### src/rtl/tmr_pair_pkg.sv
/*
 Constants, field layouts and carrier types for the 8-bit timer pair.
 Assumes one 20 MHz gear clock and an APB master with 32-bit data.
*/
package tmr_pair_pkg;
   localparam int AW = 12;
   // word indices; byte address is four times the index
   localparam logic [9:0] IDX_CMP [2] = '{10'h020, 10'h021};
   localparam logic [9:0] IDX_MODE [2] = '{10'h022, 10'h023};
   localparam logic [9:0] IDX_CNT [2] = '{10'h024, 10'h025};
   localparam logic [9:0] IDX_PWM [2] = '{10'h028, 10'h029};
   localparam logic [9:0] IDX_PCTRL = 10'h02c;
   localparam logic [9:0] IDX_SYS = 10'h02d;

   localparam logic [7:0] RST_PWM = 8'hff;
   localparam logic [7:0] RST_CMP = 8'h00;
   localparam logic [7:0] RST_MODE = 8'h00;
   localparam logic [7:0] CNT_ZERO = 8'h00;
   localparam logic [7:0] PWM_LAST = 8'h7f;

   localparam int PC_RUN0 = 0;
   localparam int PC_CAS = 2;
   localparam int PC_AND = 3;
   localparam int SC_LFDIV = 0;
   localparam int SC_SLOW = 1;
   localparam int PWM_AD = 0;
   localparam int PWM_DUTY0 = 1;

   localparam logic [1:0] TCM_PWM = 2'b10;
   localparam logic [1:0] TCM_PPG = 2'b11;

   // low-frequency edge counts per tick
   localparam logic [3:0] LF_DIV16 = 4'hf;
   localparam logic [3:0] LF_DIV8 = 4'h7;
   localparam logic [3:0] LF_DIV4 = 4'h3;

   typedef struct packed {
      logic dbe;
      logic tff;
      logic [2:0] tck;
      logic ein;
      logic [1:0] tcm;
   } mode_t;

   typedef enum logic [3:0] {
      FN_IDLE = 4'b0001,
      FN_TIMER = 4'b0010,
      FN_EVENT = 4'b0100,
      FN_PWM = 4'b1000
   } ch_fn_t;

   typedef struct packed {
      logic psel;
      logic penable;
      logic pwrite;
      logic [AW-1:0] paddr;
      logic [31:0] pwdata;
   } apb_req_t;

   typedef struct packed {
      logic pready;
      logic pslverr;
      logic [31:0] prdata;
   } apb_rsp_t;
endpackage : tmr_pair_pkg

### src/rtl/tmr_pair.sv
/*
 Two 8-bit timer channels (timer, event counter, 7-bit PWM) behind APB.
 Assumes event and low-frequency clock pins are asynchronous to clk_sys.
*/
// Local design decision: register access over APB.
`timescale 1ns/100ps
module tmr_pair
   import tmr_pair_pkg::*;
(
   input wire logic clk_sys,
   input wire logic rst,
   input apb_req_t apb_req,
   output apb_rsp_t apb_rsp,
   input wire logic [1:0] event_pin,
   input wire logic lf_clk_pin,
   output logic [1:0] pwm_output_pin,
   output logic [1:0] match_interrupt
);

   function automatic ch_fn_t fn_decode(mode_t m, logic cas);
      ch_fn_t f;
      f = FN_IDLE;
      if (!cas) begin
         case (m.tcm)
            TCM_PWM: f = FN_PWM;
            TCM_PPG: f = FN_IDLE;
            default: f = m.ein ? FN_EVENT : FN_TIMER;
         endcase
      end
      return f;
   endfunction : fn_decode

   function automatic logic src_tick(mode_t m, logic [10:0] pre,
         logic [2:0] lft, logic lfdiv, logic slow, logic fall);
      logic t;
      t = 1'b0;
      if (m.ein) begin
         t = fall;
      end else if (slow) begin
         case (m.tck)
            3'b000: t = lft[2];
            3'b001: t = lft[1];
            3'b111: t = lft[0];
            default: t = 1'b0;
         endcase
      end else begin
         case (m.tck)
            3'b000: t = lfdiv ? lft[2] : &pre[10:0];
            3'b001: t = lfdiv ? lft[1] : &pre[9:0];
            3'b010: t = &pre[7:0];
            3'b011: t = &pre[5:0];
            3'b100: t = &pre[3:0];
            3'b101: t = &pre[1:0];
            3'b110: t = pre[0];
            default: t = 1'b1;
         endcase
      end
      return t;
   endfunction : src_tick

   // pin synchronisers and prescalers
   logic [1:0] evt_s1_r, evt_s2_r, evt_d_r;
   logic [1:0] evt_s1_nxt, evt_s2_nxt, evt_d_nxt, evt_fall;
   logic lf_s1_r, lf_s2_r, lf_d_r, lf_s1_nxt, lf_s2_nxt, lf_d_nxt, lf_edge;
   logic [3:0] lf_cnt_r, lf_cnt_nxt;
   logic [10:0] pre_r, pre_nxt;
   logic [2:0] lft;

   always_comb begin
      evt_s1_nxt = event_pin;
      evt_s2_nxt = evt_s1_r;
      evt_d_nxt = evt_s2_r;
      lf_s1_nxt = lf_clk_pin;
      lf_s2_nxt = lf_s1_r;
      lf_d_nxt = lf_s2_r;
      evt_fall = evt_d_r & ~evt_s2_r;
      lf_edge = lf_s2_r & ~lf_d_r;
      lf_cnt_nxt = lf_cnt_r + {3'b000, lf_edge};
      pre_nxt = pre_r + 11'h001;
      lft[2] = lf_edge && (lf_cnt_r == LF_DIV16);
      lft[1] = lf_edge && ((lf_cnt_r & LF_DIV8) == LF_DIV8);
      lft[0] = lf_edge && ((lf_cnt_r & LF_DIV4) == LF_DIV4);
   end

   always_ff @(posedge clk_sys) begin
      if (rst) begin
         evt_s1_r <= 2'b11;
         evt_s2_r <= 2'b11;
         evt_d_r <= 2'b11;
         lf_s1_r <= 1'b0;
         lf_s2_r <= 1'b0;
         lf_d_r <= 1'b0;
         lf_cnt_r <= 4'h0;
         pre_r <= 11'h000;
      end else begin
         evt_s1_r <= evt_s1_nxt;
         evt_s2_r <= evt_s2_nxt;
         evt_d_r <= evt_d_nxt;
         lf_s1_r <= lf_s1_nxt;
         lf_s2_r <= lf_s2_nxt;
         lf_d_r <= lf_d_nxt;
         lf_cnt_r <= lf_cnt_nxt;
         pre_r <= pre_nxt;
      end
   end

   // registers and channel state
   logic [7:0] cnt_r [2], cnt_nxt [2];
   logic [7:0] cmp_act_r [2], cmp_act_nxt [2], cmp_buf_r [2], cmp_buf_nxt [2];
   logic [7:0] pwm_act_r [2], pwm_act_nxt [2], pwm_buf_r [2], pwm_buf_nxt [2];
   mode_t mode_r [2], mode_nxt [2];
   ch_fn_t fn_c [2];
   logic [7:0] tgt_c [2];
   logic [1:0] tog_r, tog_nxt, per_r, per_nxt, wr_chk_r, wr_chk_nxt;
   logic [1:0] irq_nxt, tk_c, match_c, out_c, pin_nxt;
   logic [1:0] run_r, run_nxt, sys_r, sys_nxt;
   logic cas_r, cas_nxt, and_r, and_nxt, acc_wr, setup;
   logic [9:0] idx;
   logic [7:0] wdat, rval;
   apb_rsp_t rsp_nxt;

   always_comb begin
      idx = apb_req.paddr[AW-1:2];
      wdat = apb_req.pwdata[7:0];
      setup = apb_req.psel & ~apb_req.penable;
      acc_wr = apb_req.psel & apb_req.penable & apb_req.pwrite &
         apb_rsp.pready & (apb_req.paddr[1:0] == 2'b00);
      run_nxt = run_r;
      cas_nxt = cas_r;
      and_nxt = and_r;
      sys_nxt = sys_r;
      if (acc_wr && idx == IDX_PCTRL) begin
         run_nxt = wdat[PC_RUN0 +: 2];
         // cascade and AND select only move while both channels stop
         if (run_r == 2'b00) begin
            cas_nxt = wdat[PC_CAS];
            and_nxt = wdat[PC_AND];
         end
      end
      if (acc_wr && idx == IDX_SYS) begin
         sys_nxt = wdat[1:0];
      end
      for (int i = 0; i < 2; i++) begin
         cnt_nxt[i] = cnt_r[i];
         cmp_act_nxt[i] = cmp_act_r[i];
         cmp_buf_nxt[i] = cmp_buf_r[i];
         pwm_act_nxt[i] = pwm_act_r[i];
         pwm_buf_nxt[i] = pwm_buf_r[i];
         mode_nxt[i] = mode_r[i];
         tog_nxt[i] = tog_r[i];
         per_nxt[i] = per_r[i];
         wr_chk_nxt[i] = 1'b0;
         irq_nxt[i] = 1'b0;
         match_c[i] = 1'b0;
         fn_c[i] = fn_decode(mode_r[i], cas_r);
         tk_c[i] = src_tick(mode_r[i], pre_r, lft, sys_r[SC_LFDIV],
            sys_r[SC_SLOW], evt_fall[i]);
         tgt_c[i] = {1'b0, pwm_act_r[i][7:PWM_DUTY0]} +
            {7'h00, pwm_act_r[i][PWM_AD] & per_r[i]};
         out_c[i] = mode_r[i].tff;
         case (fn_c[i])
            FN_TIMER, FN_EVENT: begin
               // a fresh write re-checks equality off the tick grid
               match_c[i] = run_r[i] && cnt_r[i] == cmp_act_r[i] &&
                  (tk_c[i] || wr_chk_r[i]);
               if (match_c[i]) begin
                  cnt_nxt[i] = CNT_ZERO;
                  irq_nxt[i] = 1'b1;
                  if (mode_r[i].dbe) begin
                     cmp_act_nxt[i] = cmp_buf_r[i];
                  end
               end else if (run_r[i] && tk_c[i]) begin
                  cnt_nxt[i] = cnt_r[i] + 8'h01;
               end
               if (run_r[i]) begin
                  out_c[i] = 1'b1;
               end
            end
            FN_PWM: begin
               if (run_r[i] && tk_c[i] && cnt_r[i] == PWM_LAST) begin
                  cnt_nxt[i] = CNT_ZERO;
                  tog_nxt[i] = 1'b0;
                  per_nxt[i] = ~per_r[i];
                  if (per_r[i]) begin
                     irq_nxt[i] = 1'b1;
                     if (mode_r[i].dbe) begin
                        pwm_act_nxt[i] = pwm_buf_r[i];
                     end
                  end
               end else if (run_r[i]) begin
                  if (tk_c[i]) begin
                     cnt_nxt[i] = cnt_r[i] + 8'h01;
                  end
                  if (cnt_r[i] == tgt_c[i]) begin
                     tog_nxt[i] = 1'b1;
                  end
               end
               if (run_r[i]) begin
                  out_c[i] = mode_r[i].tff ^ tog_r[i];
               end
            end
            default: ;
         endcase
         if (!run_nxt[i]) begin
            cnt_nxt[i] = CNT_ZERO;
            tog_nxt[i] = 1'b0;
            per_nxt[i] = 1'b0;
         end
         if (acc_wr && idx == IDX_CMP[i]) begin
            cmp_buf_nxt[i] = wdat;
            if (!mode_r[i].dbe || !run_r[i]) begin
               cmp_act_nxt[i] = wdat;
               wr_chk_nxt[i] = 1'b1;
            end
         end
         if (acc_wr && idx == IDX_PWM[i]) begin
            pwm_buf_nxt[i] = wdat;
            if (!mode_r[i].dbe || !run_r[i]) begin
               pwm_act_nxt[i] = wdat;
            end
         end
         if (acc_wr && idx == IDX_MODE[i] && !run_r[i]) begin
            mode_nxt[i] = mode_t'(wdat);
         end
      end
      pin_nxt[0] = and_r ? 1'b1 : out_c[0];
      pin_nxt[1] = and_r ? (out_c[0] & out_c[1]) : out_c[1];
      rval = 8'h00;
      rsp_nxt = apb_rsp;
      rsp_nxt.pready = setup;
      if (setup) begin
         rsp_nxt.pslverr = apb_req.paddr[1:0] != 2'b00;
         case (idx)
            IDX_CMP[0]: rval = cmp_buf_r[0];
            IDX_CMP[1]: rval = cmp_buf_r[1];
            IDX_MODE[0]: rval = mode_r[0];
            IDX_MODE[1]: rval = mode_r[1];
            IDX_CNT[0]: rval = cnt_r[0];
            IDX_CNT[1]: rval = cnt_r[1];
            IDX_PWM[0]: rval = pwm_buf_r[0];
            IDX_PWM[1]: rval = pwm_buf_r[1];
            IDX_PCTRL: rval = {4'h0, and_r, cas_r, run_r};
            IDX_SYS: rval = {6'h00, sys_r};
            default: rsp_nxt.pslverr = 1'b1;
         endcase
         rsp_nxt.prdata = {24'h000000, rval};
      end
   end

   always_ff @(posedge clk_sys) begin
      if (rst) begin
         for (int i = 0; i < 2; i++) begin
            cnt_r[i] <= CNT_ZERO;
            cmp_act_r[i] <= RST_CMP;
            cmp_buf_r[i] <= RST_CMP;
            pwm_act_r[i] <= RST_PWM;
            pwm_buf_r[i] <= RST_PWM;
            mode_r[i] <= RST_MODE;
         end
         tog_r <= 2'b00;
         per_r <= 2'b00;
         wr_chk_r <= 2'b00;
         run_r <= 2'b00;
         sys_r <= 2'b00;
         cas_r <= 1'b0;
         and_r <= 1'b0;
         match_interrupt <= 2'b00;
         pwm_output_pin <= 2'b00;
         apb_rsp <= '0;
      end else begin
         cnt_r <= cnt_nxt;
         cmp_act_r <= cmp_act_nxt;
         cmp_buf_r <= cmp_buf_nxt;
         pwm_act_r <= pwm_act_nxt;
         pwm_buf_r <= pwm_buf_nxt;
         mode_r <= mode_nxt;
         tog_r <= tog_nxt;
         per_r <= per_nxt;
         wr_chk_r <= wr_chk_nxt;
         run_r <= run_nxt;
         sys_r <= sys_nxt;
         cas_r <= cas_nxt;
         and_r <= and_nxt;
         match_interrupt <= irq_nxt;
         pwm_output_pin <= pin_nxt;
         apb_rsp <= rsp_nxt;
      end
   end
endmodule : tmr_pair

### config.mk
export PLATFORM = sky130hd
export DESIGN_NAME = tmr_pair
export DESIGN_NICKNAME = d
export VERILOG_FILES = /design/src/rtl/tmr_pair_pkg.sv /design/src/rtl/tmr_pair.sv
export SDC_FILE = /design/constraint.sdc
export NUM_CORES = 1
export LEC_CHECK = 0
export BUFFER_PORTS_ARGS = -buffer_cell sky130_fd_sc_hd__buf_2
export CAP_MARGIN = 10
export CORE_UTILIZATION = 39
export DETAILED_ROUTE_END_ITERATION = 10
export REMOVE_ABC_BUFFERS = 1
export SETUP_SLACK_MARGIN = 0.05
export SYNTH_ARGS = -nofsm -noshare
export SYNTH_HDL_FRONTEND = slang
export SYNTH_SLANG_ARGS = --single-unit
### constraint.sdc
create_clock -name clk_sys -period 3.75 [get_ports clk_sys]
set_input_delay 0.75 -clock clk_sys [delete_from_list [all_inputs] [get_ports clk_sys]]
set_output_delay 0.75 -clock clk_sys [all_outputs]
set_load 0.03 [all_outputs]
After elaboration in Yosys (flattened, before gate mapping):

Index checks and enable logic that the tools add are counted.

* muxes and demuxes: 77
* $add $sub $neg: 6
* reductions and logical operators: 60
* bitwise logic cells: 21
* equal/unequal tests: 49

Operators with widths (count)
* $mux 8: 32
* $eq 10x6->1 const B: 10
* $pmux 8 s10: 1
* $eq 8x8->1: 4
* $pmux 8 s2: 2
* $eq 3x3->1 const B: 9
* $mux 1: 27
* $logic_and 1x1->1: 21
* $ne 3x3->1 const B: 6
* $add 7x1->8: 2
* $add 8x1->8 const B: 2
* $eq 8x7->1 const B: 2
* $pmux 4 s2: 2
* $pmux 1 s7: 2
* $reduce_bool 2->1: 7
* $eq 3x2->1 const B: 4
* $eq 4x4->1 const B: 3
* $reduce_and 4->1: 3
* $reduce_or 2->1: 6
* $add 11x1->11 const B: 1
* $reduce_and 11->1: 1
* $eq 2x2->1 const B: 5
* $reduce_and 10->1: 1
* $reduce_or 10->1: 1
* 22 further kinds: 59

* bits of input ports: 52
* output and inout bits: 38
* register bits: 146
* word-level logic and storage cells: 256

Longest topological paths before layout:

* depth in word-level cells: 13
* gate-level depth with buffers: 10
* depth with buffers taken out: 9

Worst setup path after synthesis:

No wires, ideal clock.

* kind: input -> register
* start: input port apb_req[41] (netlist bit)
* end: register cmp_act_r[6] (netlist bit)
* path buffers: 2
* setup slack: 0.964 ns
* stages: 9
* data arrival time: 2.649 ns
* library setup time: 0.138 ns
* data required time: 3.612 ns
* cells stage by stage: nor4_1 -> nand2_1 -> nor3b_2 -> nand3_1 -> a21o_1 -> clkbuf_1 -> clkbuf_1 -> nor2_1 -> a211oi_1

* longest elaborated chain between the ends: 3

RTL lines
* start: declaration: RTL line tmr_pair.sv:12 `input apb_req_t apb_req,`
* $eq 10x6->1: RTL line tmr_pair.sv:209 `if (acc_wr && idx == IDX_CMP[i]) begin`
* $logic_and 1x1->1: RTL line tmr_pair.sv:209
* $mux 8: RTL line tmr_pair.sv:209
* end signal: assignment: RTL line tmr_pair.sv:272 `cmp_act_r <= cmp_act_nxt;`
* end: declaration: RTL line tmr_pair.sv:109 `logic [7:0] cmp_act_r [2], cmp_act_nxt [2], cmp_buf_r [2], cmp_buf_nxt [2];`

Every way passes these cells.
A chain may end at the register's enable or synchronous reset.

Final worst setup path:

* start: register pre_r[0]
* end: register cmp_act_r[11] (netlist bit)

* longest elaborated chain between the ends: 11
* elaborated cells between the ends (all ways): 17
* those cells by class: mux (9); reduce/logical (8)

RTL lines
* start: declaration: RTL line tmr_pair.sv:66 `logic [10:0] pre_r, pre_nxt;`
* start signal: assignment: RTL line tmr_pair.sv:103 `pre_r <= pre_nxt;`
* $reduce_and 11->1 / $reduce_and 10->1 (equally long branches): RTL line tmr_pair.sv:48, tmr_pair.sv:49
* $mux 1 (on tied branches): RTL line tmr_pair.sv:48, tmr_pair.sv:49
* $pmux 1 s7 *: RTL line tmr_pair.sv:47 `case (m.tck)`
* $mux 1 *: RTL line tmr_pair.sv:39 `end else if (slow) begin`
* $mux 1 *: RTL line tmr_pair.sv:37 `if (m.ein) begin`
* $logic_or 1x1->1 *: RTL line tmr_pair.sv:165 `(tk_c[i] || wr_chk_r[i]);`
* $logic_and 1x1->1 *: RTL line tmr_pair.sv:164 `match_c[i] = run_r[i] && cnt_r[i] == cmp_act_r[i] &&`
* $mux 8 *: RTL line tmr_pair.sv:166 `if (match_c[i]) begin`
* $mux 8 *: RTL line tmr_pair.sv:161 `case (fn_c[i])`
* $mux 8: RTL line tmr_pair.sv:211 `if (!mode_r[i].dbe || !run_r[i]) begin`
* $mux 8 *: RTL line tmr_pair.sv:209

Mark *: on every way between the ends. The rest lies on a longest branch, timed or not.

==> impl_metrics.py <==
metrics = {
    "worst_setup_path": {
        "end_kind": "register",
        "cp.arrival_ns": 3.53,
        "start_kind": "register",
        "required_ns": 4.09,
        "crit_type": "reg -> reg",
        "critPathMaxFanout": 9,
        "rr_worst_depth": 9,
    },
    "timing": {
        "finClkSkew_ns": 0.0121,
        "rsz0062_at_grt": "no",
        "setup_viol_count_final": 0,
        "fmax_mhz": 313,
        "layout_min_cycle_time_ns": 3.19,
        "fin_setup_tns_ns": 0,
        "worstMarginPinSlew_ns": 0.971,
        "drv_slew": 0,
        "min_period_over_period": 0.852,
        "slew_headroom": 0.351,
        "finalHoldViolations": 0,
    },
    "detailed_routing": {
        "routed_wirelength_mm": 21.1,
        "drt_iter0_drc": 510,
        "via_per_inst": 5.38,
        "wire_per_inst_um": 17.3,
        "dr.pass1.iters": 5,
        "vias": 6566,
        "drtAntennaViolNets": 0,
        "drc": 0,
    },
    "cells_and_area": {
        "ff_latch_area_um2": 2920,
        "drive_gt1_frac": 0.122,
        "n_fill_cell": 1964,
        "fin_nets": 1004,
        "multi_input_area_um2": 4440,
        "area_growth_syn_to_layout_pct": 9.88,
        "antenna_cells": 0,
    },
    "grt": {
        "grt_pass1_vias": 6173,
        "gr-total-overflow": 0,
        "grt_usage": 0.215,
        "grt_max_degree": 75,
        "grt_pass1_wl_mm": 33.9,
        "antenna_found_initial": 1,
    },
    "clocking": {
        "root_buffer": "clkbuf_16",
        "cts_max_level": 4,
        "numCtsBuffers": 17,
        "cts_hold_buf": 0,
        "clk_path_buf_depth": 2,
        "cts_setup_buffers": 0,
        "cts_tree": "built",
        "cts.sinks": 146,
        "clk-insertion-delay-late_ns": 0.43,
        "postCtsResizedCells": 0,
        "clkTransAtPathRegs_ns": 0.06,
    },
    "power_and_ir_drop": {
        "power_leakage_nw": 3.36,
        "vdd_ir_drop_max_mv": 0.251,
        "power_mw": 3.43,
        "p_per_area_nw_per_um2": 393,
    },
    "yosys": {
        "yosys_warnings": 0,
        "yosys-top-cells-count": "nor2_1, dfxtp_1, mux2i_1, a21oi_1, clkbuf_1",
        "ys_async_sr_fraction": 0,
        "syn_inst": 931,
        "syn-mean-instance-area_um2": 8.53,
        "post-synth-top-count-cell": "nor2_1",
        "synth_edf_count": 0,
        "synthTopCellsByArea": "dfxtp_1, mux2i_1, nor2_1, xnor2_1, a21oi_1",
        "ys_seq_area_frac": 0.368,
        "yosysTopAreaCell": "dfxtp_1",
        "yosys_register_bits": 146,
        "synthFlopType": "dfxtp_1",
        "synth_cell_types": 76,
        "syn-cell-area_um2": 7940,
        "synth_top_area_share": 0.368,
    },
    "floorplan": {
        "coreArea_um2": 19700,
        "io_pins": 90,
        "initial_core_util": 0.403,
        "rows": 51,
        "die_h_um": 145,
        "fp.dieW_um": 145,
        "die_area_um2": 20900,
    },
    "outcome": {
        "status": "finished clean",
    },
    "flow_run": {
        "drv_cap": 0,
    },
    "placement": {
        "gp_congestion": 0.937,
        "dp_hpwl_mm": 14.9,
        "io_buffer_count": 41,
    },
    "hold_path": {
        "whs_path_depth": 1,
        "hold_class": "reg -> reg",
    },
}
## layout by cell type (no fill, tap or decap), types with 26 or more instances in the layout
cell / netlist / final
nor2_1: 157 / 157
dfxtp_1: 146 / 146
mux2i_1: 80 / 80
a21oi_1: 59 / 59
buf_2: 5 / 40
nand2_1: 38 / 38
xnor2_1: 38 / 38
o21ai_0: 32 / 32
nand3_1: 30 / 30
inv_1: 26 / 26
## critical path, cell delays in order (launching register included)
cell	delay, ns
dfxtp_1	0.44
ha_1	0.34
nand4_4	0.17
nor3_2	0.33
nand2_1	0.11
a311oi_2	0.50
o31ai_2	0.26
nor3_4	0.53
mux2i_1	0.16
a211oi_1	0.25
## final cells by class
| type | instances | share of cell area |
|---|---|---|
| Clock buffer | 25 | 0.0556 |
| Multi-Input combinational cell | 692 | 0.509 |
| Timing Repair Buffer | 60 | 0.0401 |
| Inverter | 26 | 0.0112 |
| Clock inverter | 7 | 0.0113 |
| Sequential cell | 146 | 0.335 |
| Tap cell | 265 | 0.0380 |
## power breakdown
part | internal, mW | switching [mW]
clock | 1.04 | 0.668
sequential | 1.56 | 0.00666
combinational | 0.0388 | 0.119
total | 2.63 | 0.793
## sequential cells by signal (all words and copies together) (netlist names), 10 cells and up
signal / count
pwm_act_r: 16
cnt_r: 16
cmp_buf_r: 16
cmp_act_r: 16
mode_r: 16
pwm_buf_r: 16
pre_r: 11
apb_rsp: 10
## logic make-up after synthesis
| family | share of synthesized area |
|---|---|
| fa+ha+maj | 0.0142 |
| other cells | 0.000472 |
| compound gates | 0.147 |
| buf+inv | 0.0838 |
| mux | 0.109 |
| simple gates | 0.213 |
| flops | 0.368 |
| xor+xnor | 0.0639 |
## path summary, 6_finish.rpt
kind	from	slack (ns)	end
worst max-delay path	pre_r[0]	0.56	cmp_act_r[11]
worst min-delay path	evt_s1_r[0]	0.41	evt_d_nxt[0]
worst max register to register	pre_r[0]	0.56	cmp_act_r[11]
worst min register to register	evt_s1_r[0]	0.41	evt_d_nxt[0]
## per-stage QoR
step           worst slack (ns)  utilization  cells  hold WS (ns)  area [µm²]
6_report                  0.556        0.443   1221         0.415        8730
2_1_floorplan             0.834            -    864         0.389        7460
3_5_place_dp              0.548        0.413   1189         0.400        8140
4_1_cts                   0.546        0.443   1221         0.420        8730
3_3_place_gp              0.580        0.413   1189         0.402        8140
5_1_grt                   0.310        0.443   1221         0.435        8730
## routing by layer
metal  vias up  routed length, µm  global-route usage
met1      3120              10300               0.295
met3        23               1160              0.0480
li1       3236                  -                   -
met5         -                 13                   0
met4         2                262              0.0582
met2       185               9390               0.339
(Power assumes the default switching activity.)
